<file path="config.mk">
export PLATFORM = sky130hd
export DESIGN_NAME = basic_upcount_timer
export DESIGN_NICKNAME = d
export VERILOG_FILES = /design/src/design/timer_pkg.sv /design/src/design/basic_upcount_timer.sv
export SDC_FILE = /design/constraint.sdc
export NUM_CORES = 1
export LEC_CHECK = 0
export BUFFER_PORTS_ARGS = -buffer_cell sky130_fd_sc_hd__buf_2
export CORE_MARGIN = 2
export CORE_UTILIZATION = 45
export CTS_CLUSTER_SIZE = 14
export DETAILED_ROUTE_END_ITERATION = 8
export GPL_TIMING_DRIVEN = 0
export PLACE_DENSITY = 0.69
export REMOVE_ABC_BUFFERS = 1
export SYNTH_ARGS = -nofsm -noshare
export SYNTH_HDL_FRONTEND = slang
export SYNTH_SLANG_ARGS = --single-unit
</file>
<file path="constraint.sdc">
create_clock -name clock -period 2.15 [get_ports clock]
set_clock_uncertainty 0.15 [all_clocks]
set_input_delay 0.215 -clock clock [delete_from_list [all_inputs] [get_ports clock]]
set_output_delay 0.215 -clock clock [all_outputs]
set_load 0.01 [all_outputs]
</file>
<file path="src/design/timer_pkg.sv">
// package: register map, field positions and types for the basic up-count timer
package timer_pkg;
	localparam logic [5:0] off_control = 6'h00;
	localparam logic [5:0] off_enable = 6'h0c;
	localparam logic [5:0] off_status = 6'h10;
	localparam logic [5:0] off_event = 6'h14;
	localparam logic [5:0] off_count = 6'h24;
	localparam logic [5:0] off_prescale = 6'h28;
	localparam logic [5:0] off_reload = 6'h2c;
	localparam logic [5:0] off_trigger_mode = 6'h30;
	localparam int bit_run = 0;
	localparam int bit_block = 1;
	localparam int bit_source = 2;
	localparam int bit_one_shot = 3;
	localparam int bit_buffer = 7;
	localparam int bit_irq_en = 0;
	localparam int bit_dma_en = 8;
	localparam int bit_flag = 0;
	localparam int bit_force = 0;
	localparam logic [15:0] control_mask = 16'h008f;
	localparam logic [15:0] enable_mask = 16'h0101;
	localparam logic [15:0] control_reset = 16'h0000;
	localparam logic [15:0] enable_reset = 16'h0000;
	localparam logic [15:0] count_reset = 16'h0000;
	localparam logic [15:0] prescale_reset = 16'h0000;
	localparam logic [15:0] reload_reset = 16'hffff;
	localparam logic [1:0] resp_okay = 2'h0;
	localparam logic [1:0] resp_slverr = 2'h2;
	typedef struct packed {
		logic buffer;
		logic one_shot;
		logic source;
		logic block;
		logic run;
	} control_t;
endpackage : timer_pkg

</file>
<file path="src/design/basic_upcount_timer.sv">
// module: basic 16-bit up-count timer with axi4-lite register slave
//
// The AXI4-Lite slave port is this design's own decision.
`timescale 1ns/1ps
module basic_upcount_timer (
	input wire logic clock,
	input wire logic reset,
	input wire logic trigger_start,
	input wire logic [5:0] s_axi_awaddr,
	input wire logic s_axi_awvalid,
	output logic s_axi_awready,
	input wire logic [31:0] s_axi_wdata,
	input wire logic [3:0] s_axi_wstrb,
	input wire logic s_axi_wvalid,
	output logic s_axi_wready,
	output logic [1:0] s_axi_bresp,
	output logic s_axi_bvalid,
	input wire logic s_axi_bready,
	input wire logic [5:0] s_axi_araddr,
	input wire logic s_axi_arvalid,
	output logic s_axi_arready,
	output logic [31:0] s_axi_rdata,
	output logic [1:0] s_axi_rresp,
	output logic s_axi_rvalid,
	input wire logic s_axi_rready,
	output logic irq,
	output logic dma_request
);
	timer_pkg::control_t control_q;
	logic [15:0] enable_q;
	logic flag_q;
	logic trigger_mode_q;
	logic [15:0] count_q;
	logic [15:0] prescale_q;
	logic [15:0] prescale_active_q;
	logic [15:0] prescale_count_q;
	logic [15:0] reload_q;
	logic [15:0] reload_active_q;
	logic [1:0] trig_sync_q;
	logic trig_last_q;
	logic [5:0] awaddr_q;
	logic [31:0] wdata_q;
	logic [3:0] wstrb_q;
	logic aw_held_q;
	logic w_held_q;
	logic write_fire;
	logic [15:0] wval;
	logic tick;
	logic overflow;
	logic force_upd;
	logic update_event;
	logic request;
	logic dma_q;
	logic trigger_rise;

	assign s_axi_awready = !aw_held_q && !s_axi_bvalid;
	assign s_axi_wready = !w_held_q && !s_axi_bvalid;
	assign write_fire = aw_held_q && w_held_q && !s_axi_bvalid;
	assign wval = wdata_q[15:0] & {{8{wstrb_q[1]}}, {8{wstrb_q[0]}}};

	// write channel capture; address and data in either order
	always_ff @(posedge clock) begin
		if (reset) begin
			aw_held_q <= 1'b0;
			w_held_q <= 1'b0;
			awaddr_q <= 6'h00;
			wdata_q <= 32'h00000000;
			wstrb_q <= 4'h0;
		end else begin
			if (s_axi_awvalid && s_axi_awready) begin
				aw_held_q <= 1'b1;
				awaddr_q <= s_axi_awaddr;
			end else if (write_fire) begin
				aw_held_q <= 1'b0;
			end
			if (s_axi_wvalid && s_axi_wready) begin
				w_held_q <= 1'b1;
				wdata_q <= s_axi_wdata;
				wstrb_q <= s_axi_wstrb;
			end else if (write_fire) begin
				w_held_q <= 1'b0;
			end
		end
	end

	always_ff @(posedge clock) begin
		if (reset) begin
			s_axi_bvalid <= 1'b0;
			s_axi_bresp <= timer_pkg::resp_okay;
		end else if (write_fire) begin
			s_axi_bvalid <= 1'b1;
			case (awaddr_q & 6'h3c)
				timer_pkg::off_control, timer_pkg::off_enable, timer_pkg::off_status,
				timer_pkg::off_event, timer_pkg::off_count, timer_pkg::off_prescale,
				timer_pkg::off_reload, timer_pkg::off_trigger_mode:
					s_axi_bresp <= timer_pkg::resp_okay;
				default: s_axi_bresp <= timer_pkg::resp_slverr;
			endcase
		end else if (s_axi_bready) begin
			s_axi_bvalid <= 1'b0;
		end
	end

	function automatic logic wr_to(input logic [5:0] off);
		wr_to = write_fire && ((awaddr_q & 6'h3c) == off);
	endfunction : wr_to

	// trigger input passes two flip-flops before use
	always_ff @(posedge clock) begin
		if (reset) begin
			trig_sync_q <= 2'h0;
			trig_last_q <= 1'b0;
		end else begin
			trig_sync_q <= {trig_sync_q[0], trigger_start};
			trig_last_q <= trig_sync_q[1];
		end
	end
	assign trigger_rise = trig_sync_q[1] && !trig_last_q && trigger_mode_q;

	assign force_upd = wr_to(timer_pkg::off_event) && wval[timer_pkg::bit_force];
	// prescaler divides by active value plus one
	assign tick = control_q.run && (prescale_count_q == prescale_active_q);
	assign overflow = tick && (reload_active_q != 16'h0000)
		&& (count_q == reload_active_q);
	assign update_event = !control_q.block && (overflow || force_upd);
	assign request = update_event && (overflow || !control_q.source);

	always_ff @(posedge clock) begin
		if (reset) begin
			control_q <= timer_pkg::control_t'(timer_pkg::control_reset[4:0]);
		end else begin
			if (wr_to(timer_pkg::off_control)) begin
				control_q.run <= wval[timer_pkg::bit_run];
				control_q.block <= wval[timer_pkg::bit_block];
				control_q.source <= wval[timer_pkg::bit_source];
				control_q.one_shot <= wval[timer_pkg::bit_one_shot];
				control_q.buffer <= wval[timer_pkg::bit_buffer];
			end else if (trigger_rise) begin
				control_q.run <= 1'b1;
			end
			if (update_event && control_q.one_shot) begin
				control_q.run <= 1'b0;
			end
		end
	end

	always_ff @(posedge clock) begin
		if (reset) begin
			enable_q <= timer_pkg::enable_reset;
			trigger_mode_q <= 1'b0;
		end else begin
			if (wr_to(timer_pkg::off_enable)) begin
				enable_q <= wval & timer_pkg::enable_mask;
			end
			if (wr_to(timer_pkg::off_trigger_mode)) begin
				trigger_mode_q <= wval[0];
			end
		end
	end

	// update flag: hardware set wins over the software clear
	always_ff @(posedge clock) begin
		if (reset) begin
			flag_q <= 1'b0;
		end else if (request) begin
			flag_q <= 1'b1;
		end else if (wr_to(timer_pkg::off_status) && !wval[timer_pkg::bit_flag]
			&& wstrb_q[0]) begin
			flag_q <= 1'b0;
		end
	end

	always_ff @(posedge clock) begin
		if (reset) begin
			dma_q <= 1'b0;
		end else begin
			dma_q <= request && enable_q[timer_pkg::bit_dma_en];
		end
	end
	assign dma_request = dma_q;
	assign irq = flag_q && enable_q[timer_pkg::bit_irq_en];

	always_ff @(posedge clock) begin
		if (reset) begin
			prescale_count_q <= 16'h0000;
		end else if (force_upd || tick) begin
			prescale_count_q <= 16'h0000;
		end else if (control_q.run) begin
			prescale_count_q <= prescale_count_q + 16'h0001;
		end
	end

	always_ff @(posedge clock) begin
		if (reset) begin
			count_q <= timer_pkg::count_reset;
		end else if (force_upd) begin
			count_q <= 16'h0000;
		end else if (wr_to(timer_pkg::off_count)) begin
			count_q <= wval;
		end else if (overflow) begin
			count_q <= 16'h0000;
		end else if (tick && reload_active_q != 16'h0000) begin
			count_q <= count_q + 16'h0001;
		end
	end

	always_ff @(posedge clock) begin
		if (reset) begin
			prescale_q <= timer_pkg::prescale_reset;
			prescale_active_q <= timer_pkg::prescale_reset;
			reload_q <= timer_pkg::reload_reset;
			reload_active_q <= timer_pkg::reload_reset;
		end else begin
			if (wr_to(timer_pkg::off_prescale)) begin
				prescale_q <= wval;
			end
			if (wr_to(timer_pkg::off_reload)) begin
				reload_q <= wval;
			end
			if (update_event) begin
				prescale_active_q <= prescale_q;
				reload_active_q <= reload_q;
			end
			if (wr_to(timer_pkg::off_reload) && !control_q.buffer) begin
				reload_active_q <= wval;
			end
		end
	end

	// read channel
	assign s_axi_arready = !s_axi_rvalid;
	always_ff @(posedge clock) begin
		if (reset) begin
			s_axi_rvalid <= 1'b0;
			s_axi_rdata <= 32'h00000000;
			s_axi_rresp <= timer_pkg::resp_okay;
		end else if (s_axi_arvalid && s_axi_arready) begin
			s_axi_rvalid <= 1'b1;
			s_axi_rresp <= timer_pkg::resp_okay;
			case (s_axi_araddr & 6'h3c)
				timer_pkg::off_control: s_axi_rdata <= {24'h000000, control_q.buffer,
					3'h0, control_q.one_shot, control_q.source, control_q.block,
					control_q.run};
				timer_pkg::off_enable: s_axi_rdata <= {16'h0000, enable_q};
				timer_pkg::off_status: s_axi_rdata <= {31'h00000000, flag_q};
				timer_pkg::off_event: s_axi_rdata <= 32'h00000000;
				timer_pkg::off_count: s_axi_rdata <= {16'h0000, count_q};
				timer_pkg::off_prescale: s_axi_rdata <= {16'h0000, prescale_q};
				timer_pkg::off_reload: s_axi_rdata <= {16'h0000, reload_q};
				timer_pkg::off_trigger_mode: s_axi_rdata <= {31'h00000000, trigger_mode_q};
				default: begin
					s_axi_rdata <= 32'h00000000;
					s_axi_rresp <= timer_pkg::resp_slverr;
				end
			endcase
		end else if (s_axi_rready) begin
			s_axi_rvalid <= 1'b0;
		end
	end
endmodule : basic_upcount_timer

</file>
Word level (Yosys, flattened, before mapping):

Index checks and enable logic that the tools add are counted.

* flip-flop bits (word level): 173
* input bits: 56

* muxes and demuxes: 19
* equal/unequal tests: 16
* reduce and logical (&&, ||, !) cells: 57
* $add $sub $neg: 2
* bitwise operators: 1

Operators by type and width (count)
* 16-bit case mux with 7 select lines: 1
* 16-bit 2-to-1 mux: 5
* 16-bit by 1-bit adder with 16-bit output, second input constant: 2
* 16-bit equality test: 2
* 4-bit equality test, second input constant: 8
* 1-bit logical AND: 29
* 16-bit bitwise AND: 1
* 4-bit by 3-bit equality test with 1-bit output, second input constant: 4
* 16-bit nonzero test: 1
* 8-bit OR reduction: 2
* 2-bit nonzero test: 7
* 6-bit zero test: 2
* 1-bit 2-to-1 mux: 11
* 1-bit zero test: 9
* 4-bit by 2-bit equality test with 1-bit output, second input constant: 2
* 2-bit OR reduction: 3
* 2-bit 2-to-1 mux: 2
* 1-bit logical OR: 3
* 3-bit nonzero test: 1

Depth between registers and ports, before layout:

* depth after elaboration: 8
* mapped depth: 9

Least setup slack after synthesis:

Ideal clock, no wire load.

* kind: reg-to-reg
* from: reg prescale_count_q[10]
* to: reg reload_active_q[10]
* period minus slack after synthesis: 2351 ps
* cell stages (with the launch flop): 10
* path buffers: 3
* arrival time: 2086 ps
* path slack: -201 ps
* cells stage by stage: dfxtp_1 -> buf_6 -> xor2_1 -> nor4_2 -> and3_2 -> nand3_2 -> buf_6 -> a2111o_1 -> buf_6 -> o21a_1

* word-level cells in the longest chain between the ends: 7

RTL lines
* start: declaration: line basic_upcount_timer.sv:36 `logic [15:0] prescale_count_q;`
* start signal: assignment: line basic_upcount_timer.sv:189 `prescale_count_q <= prescale_count_q + 16'h0001;`
* 16-bit equality test: line basic_upcount_timer.sv:122 `assign tick = control_q.run && (prescale_count_q == prescale_active_q);`
* 1-bit logical AND: line basic_upcount_timer.sv:122
* 1-bit logical AND: line basic_upcount_timer.sv:123 `assign overflow = tick && (reload_active_q != 16'h0000)`
* 1-bit logical AND: line basic_upcount_timer.sv:124 `&& (count_q == reload_active_q);`
* 1-bit logical OR: line basic_upcount_timer.sv:125 `assign update_event = !control_q.block && (overflow || force_upd);`
* 1-bit logical AND: line basic_upcount_timer.sv:125
* 2-bit nonzero test (no line)
* end signal: assignment: line basic_upcount_timer.sv:212 `reload_active_q <= timer_pkg::reload_reset;`
* end signal: assignment: line basic_upcount_timer.sv:222 `reload_active_q <= reload_q;`
* end signal: assignment: line basic_upcount_timer.sv:225 `reload_active_q <= wval;`
* end: declaration: line basic_upcount_timer.sv:38 `logic [15:0] reload_active_q;`

No other way between the ends.
A chain may end at the register's enable or synchronous reset.

Final worst setup path:

* from: reg count_q[12]
* to: reg reload_active_q[13]

* word-level cells in the longest chain between the ends: 5

RTL lines
* start: declaration: line basic_upcount_timer.sv:33 `logic [15:0] count_q;`
* start signal: assignment: line basic_upcount_timer.sv:195 `count_q <= timer_pkg::count_reset;`
* start signal: assignment: line basic_upcount_timer.sv:199 `count_q <= wval;`
* start signal: assignment: line basic_upcount_timer.sv:203 `count_q <= count_q + 16'h0001;`
* 16-bit equality test: line basic_upcount_timer.sv:124
* 1-bit logical AND: line basic_upcount_timer.sv:124
* 1-bit logical OR: line basic_upcount_timer.sv:125
* 1-bit logical AND: line basic_upcount_timer.sv:125
* 2-bit nonzero test (no line)

No other way between the ends.

==> results.sh <==
export IMPL_core_area_mm2=0.01742
export IMPL_dr_pass1_iters=9
export IMPL_min_period_ns=2.476
export IMPL_p_total_mw=6.798
export IMPL_htreeDepth=4
export IMPL_design_area_mm2=0.01019
export IMPL_synth_ff_type="dfxtp_1"
export IMPL_numPlacedInstances=1225
export IMPL_drt_first_iter_violations=679
export IMPL_max_freq_ghz=0.4038
export IMPL_finalWirelength_um=23960
export IMPL_maxSlewViolCount=0
export IMPL_worst_pin_slew_ns=0.7794
export IMPL_num_vias=7828
export IMPL_yosysTopAreaCell="dfxtp_1"
export IMPL_grt_usage_pct=24.29
export IMPL_crit_path_end_kind="flip-flop"
export IMPL_preCtsSetupSlack_ns=-2.373
export IMPL_gr_total_overflow=0
export IMPL_hold_viol_final=0
export IMPL_die_area_mm2=0.01898
export IMPL_io_pins=99
export IMPL_start_util_pct=46.22
export IMPL_cp_slowest_stage_delay_ns=0.62
export IMPL_cp_cell_sequence="xnor2_1 > nand4_1 > nor4_4 > buf_4 > nand3_4 > a2111o_2 > o21a_1"
export IMPL_powerDensity_mw_per_mm2=667.4
export IMPL_area_delta_synth_final_pct=26.53
export IMPL_cp_max_fo=8
export IMPL_postRouteAntennaNets=0
export IMPL_die_h_um=137.8
export IMPL_cts_tree="yes"
export IMPL_cp_slowest_cell="a2111o_2"
export IMPL_period_share_pct=115.2
export IMPL_syn_area_per_cell_um2=7.955
export IMPL_layout_nets=1158
export IMPL_drc_errors=0
export IMPL_synthTopCellsByCount="153 x dfxtp_1, 138 x nand2_1, 123 x nor2_1"
export IMPL_clock_sinks=153
export IMPL_synth_edff_count=0
export IMPL_synth_top_area_share_pct=38.05
export IMPL_place_congestion=0.9196
export IMPL_p_leak_nw=3.807
export IMPL_place_area_mm2=0.008333
export IMPL_synth_cell_type_count=56
export IMPL_fillers=1514
export IMPL_first_global_vias=6963
export IMPL_cp_data_required_time_ns=2.33
export IMPL_synth_cells=1012
export IMPL_outcome="complete, but fails checks"
export IMPL_drive_gt1_share_pct=23.22
export IMPL_antenna_found_initial=0
export IMPL_synth_most_common_cell="dfxtp_1"
export IMPL_start_kind="flip-flop"
export IMPL_clock_latency_ns=0.44
export IMPL_hpwlAfterDp_um=14200
export IMPL_yosys_warnings=0
export IMPL_clockRootBuffer="clkbuf_16"
export IMPL_clock_path_buffers=2
export IMPL_async_reset_ff_share_pct=0
export IMPL_slew_headroom_pct=47.93
export IMPL_ys_ff_latch=153
export IMPL_die_w_um=137.8
export IMPL_ir_worst_vdd_mv=0.6613
export IMPL_setup_ws_ns=-0.3265
export IMPL_grt_pass1_wl_um=35890
export IMPL_worstSetupPathType="flip-flop to flip-flop"
export IMPL_violations="setup timing"
export IMPL_rsz0062_at_grt="true"
export IMPL_grt_max_degree=97
export IMPL_io_buffers=58
export IMPL_antenna_cells=0
export IMPL_syn_area_mm2=0.008050
export IMPL_final_cell_count_no_fill=1336
export IMPL_wl_per_cell_um=17.94
export IMPL_maxCapViolCount=0
export IMPL_hold_path_class="input port to flip-flop"
export IMPL_finalSetupViolCount=46
export IMPL_synth_area_leaders="dfxtp_1 38%, nand2_1 6.4%, a21oi_1 6.0%"
export IMPL_cts_buffers=17
export IMPL_arrival_ns=2.65
export IMPL_fp_row_count=48
export IMPL_synth_seq_area_share_pct=38.05
export IMPL_routed_via_density=5.859
export IMPL_path_clk_slew_ns=0.06
sequential cells by signal, summed over array words and instances (netlist names), 2 cells and up:
signal / cells
prescale_count_q: 16
prescale_q: 16
control_q: 5
reload_q: 16
enable_q: 2
prescale_active_q: 16
reload_active_q: 16
s_axi_rdata: 16
trig_sync_q: 2
wstrb_q: 2
count_q: 16
wdata_q: 16
awaddr_q: 4
area by class of cell:
type / instances / area, um2 / share of cell area, %
flip-flops and latches: 153 / 3138 / 30.81
multi-input cells: 774 / 4923 / 48.34
clock inverters: 11 / 221.5 / 2.174
inverters: 13 / 48.80 / 0.4791
well taps: 225 / 281.5 / 2.764
clock buffers: 19 / 442.9 / 4.348
repair buffers: 141 / 1130 / 11.09
through the flow:
stage	util [%]	hold slack (ns)	TNS [ns]
detailed placement	47.84	0.2862	-116.32
CTS	55.60	0.04586	-7.305
global route	58.48	0.05933	-10.96
finish	58.48	0.03915	-7.394
floorplan	-	0.1341	-98.25
global placement	47.21	0.2776	-259.45
kinds of logic (layout without fill, tap and decap cells):
| family | after synthesis | after routing | synth area share (%) |
|---|---|---|---|
| flip-flops | 153 | 153 | 38.05 |
| AO/OA/AOI/OAI | 227 | 228 | 18.08 |
| other | 1 | 18 | 0.04658 |
| buffers and inverters | 107 | 184 | 6.372 |
| adder cells (fa/ha/maj) | 2 | 2 | 0.3108 |
| multiplexers | 42 | 42 | 5.409 |
| XOR/XNOR | 49 | 49 | 5.518 |
| AND/OR/NAND/NOR | 431 | 435 | 26.22 |
critical path, delay by kind of cell, from the launching register on:
kind,cells,cell delay (ns)
XOR/XNOR,1,0.23
AND/OR/NAND/NOR,3,0.61
AO/OA/AOI/OAI,2,0.84
flip-flops,1,0.35
buffers and inverters,1,0.18
power breakdown:
part	internal, mW	switching, mW
Combinational	0.181	0.287
Clock	2.20	1.21
Sequential	2.87	0.0556
Total	5.25	1.55
per-layer routing:
layer	GRT usage, %	vias up	wire length, um
li1	-	3709	-
met1	31.44	3695	10230
met2	40.46	369	11330
met3	4.562	55	1739
met4	8.617	0	660
met5	0	-	0
placed cells by master, fill, tap and decap left out, drive strengths merged, types with 21 or more instances in the layout:
| cell | n |
|---|---|
| o211ai | 22 |
| xor2 | 27 |
| nor2 | 123 |
| dlygate4sd3 | 25 |
| a22oi | 23 |
| nor3b | 33 |
| xnor2 | 22 |
| a21oi | 97 |
| nand2 | 138 |
| nand3 | 21 |
| mux2i | 30 |
| buf | 115 |
| dfxtp | 153 |
| nor3 | 25 |
path summary, 6_finish.rpt:
kind	startpoint	end	slack, ns	depth (start not counted)
max reg2reg	count_q[12]	reload_active_q[13]	-0.33	7
min	reset	s_axi_rdata[0]	0.04	2
min reg2reg	trig_sync_q[0]	trig_sync_q[1]	0.30	1
max	count_q[12]	reload_active_q[13]	-0.33	7
repair_timing:
item,CTS,global route
pin swaps,16,34
setup buffers,20,30
hold buffers,25,0
endpoints found under the setup margin,109,96
gates cloned,3,3
resized for setup,64,68
hold endpoints to repair,25,0
Power figures use the tool's default switching activity.
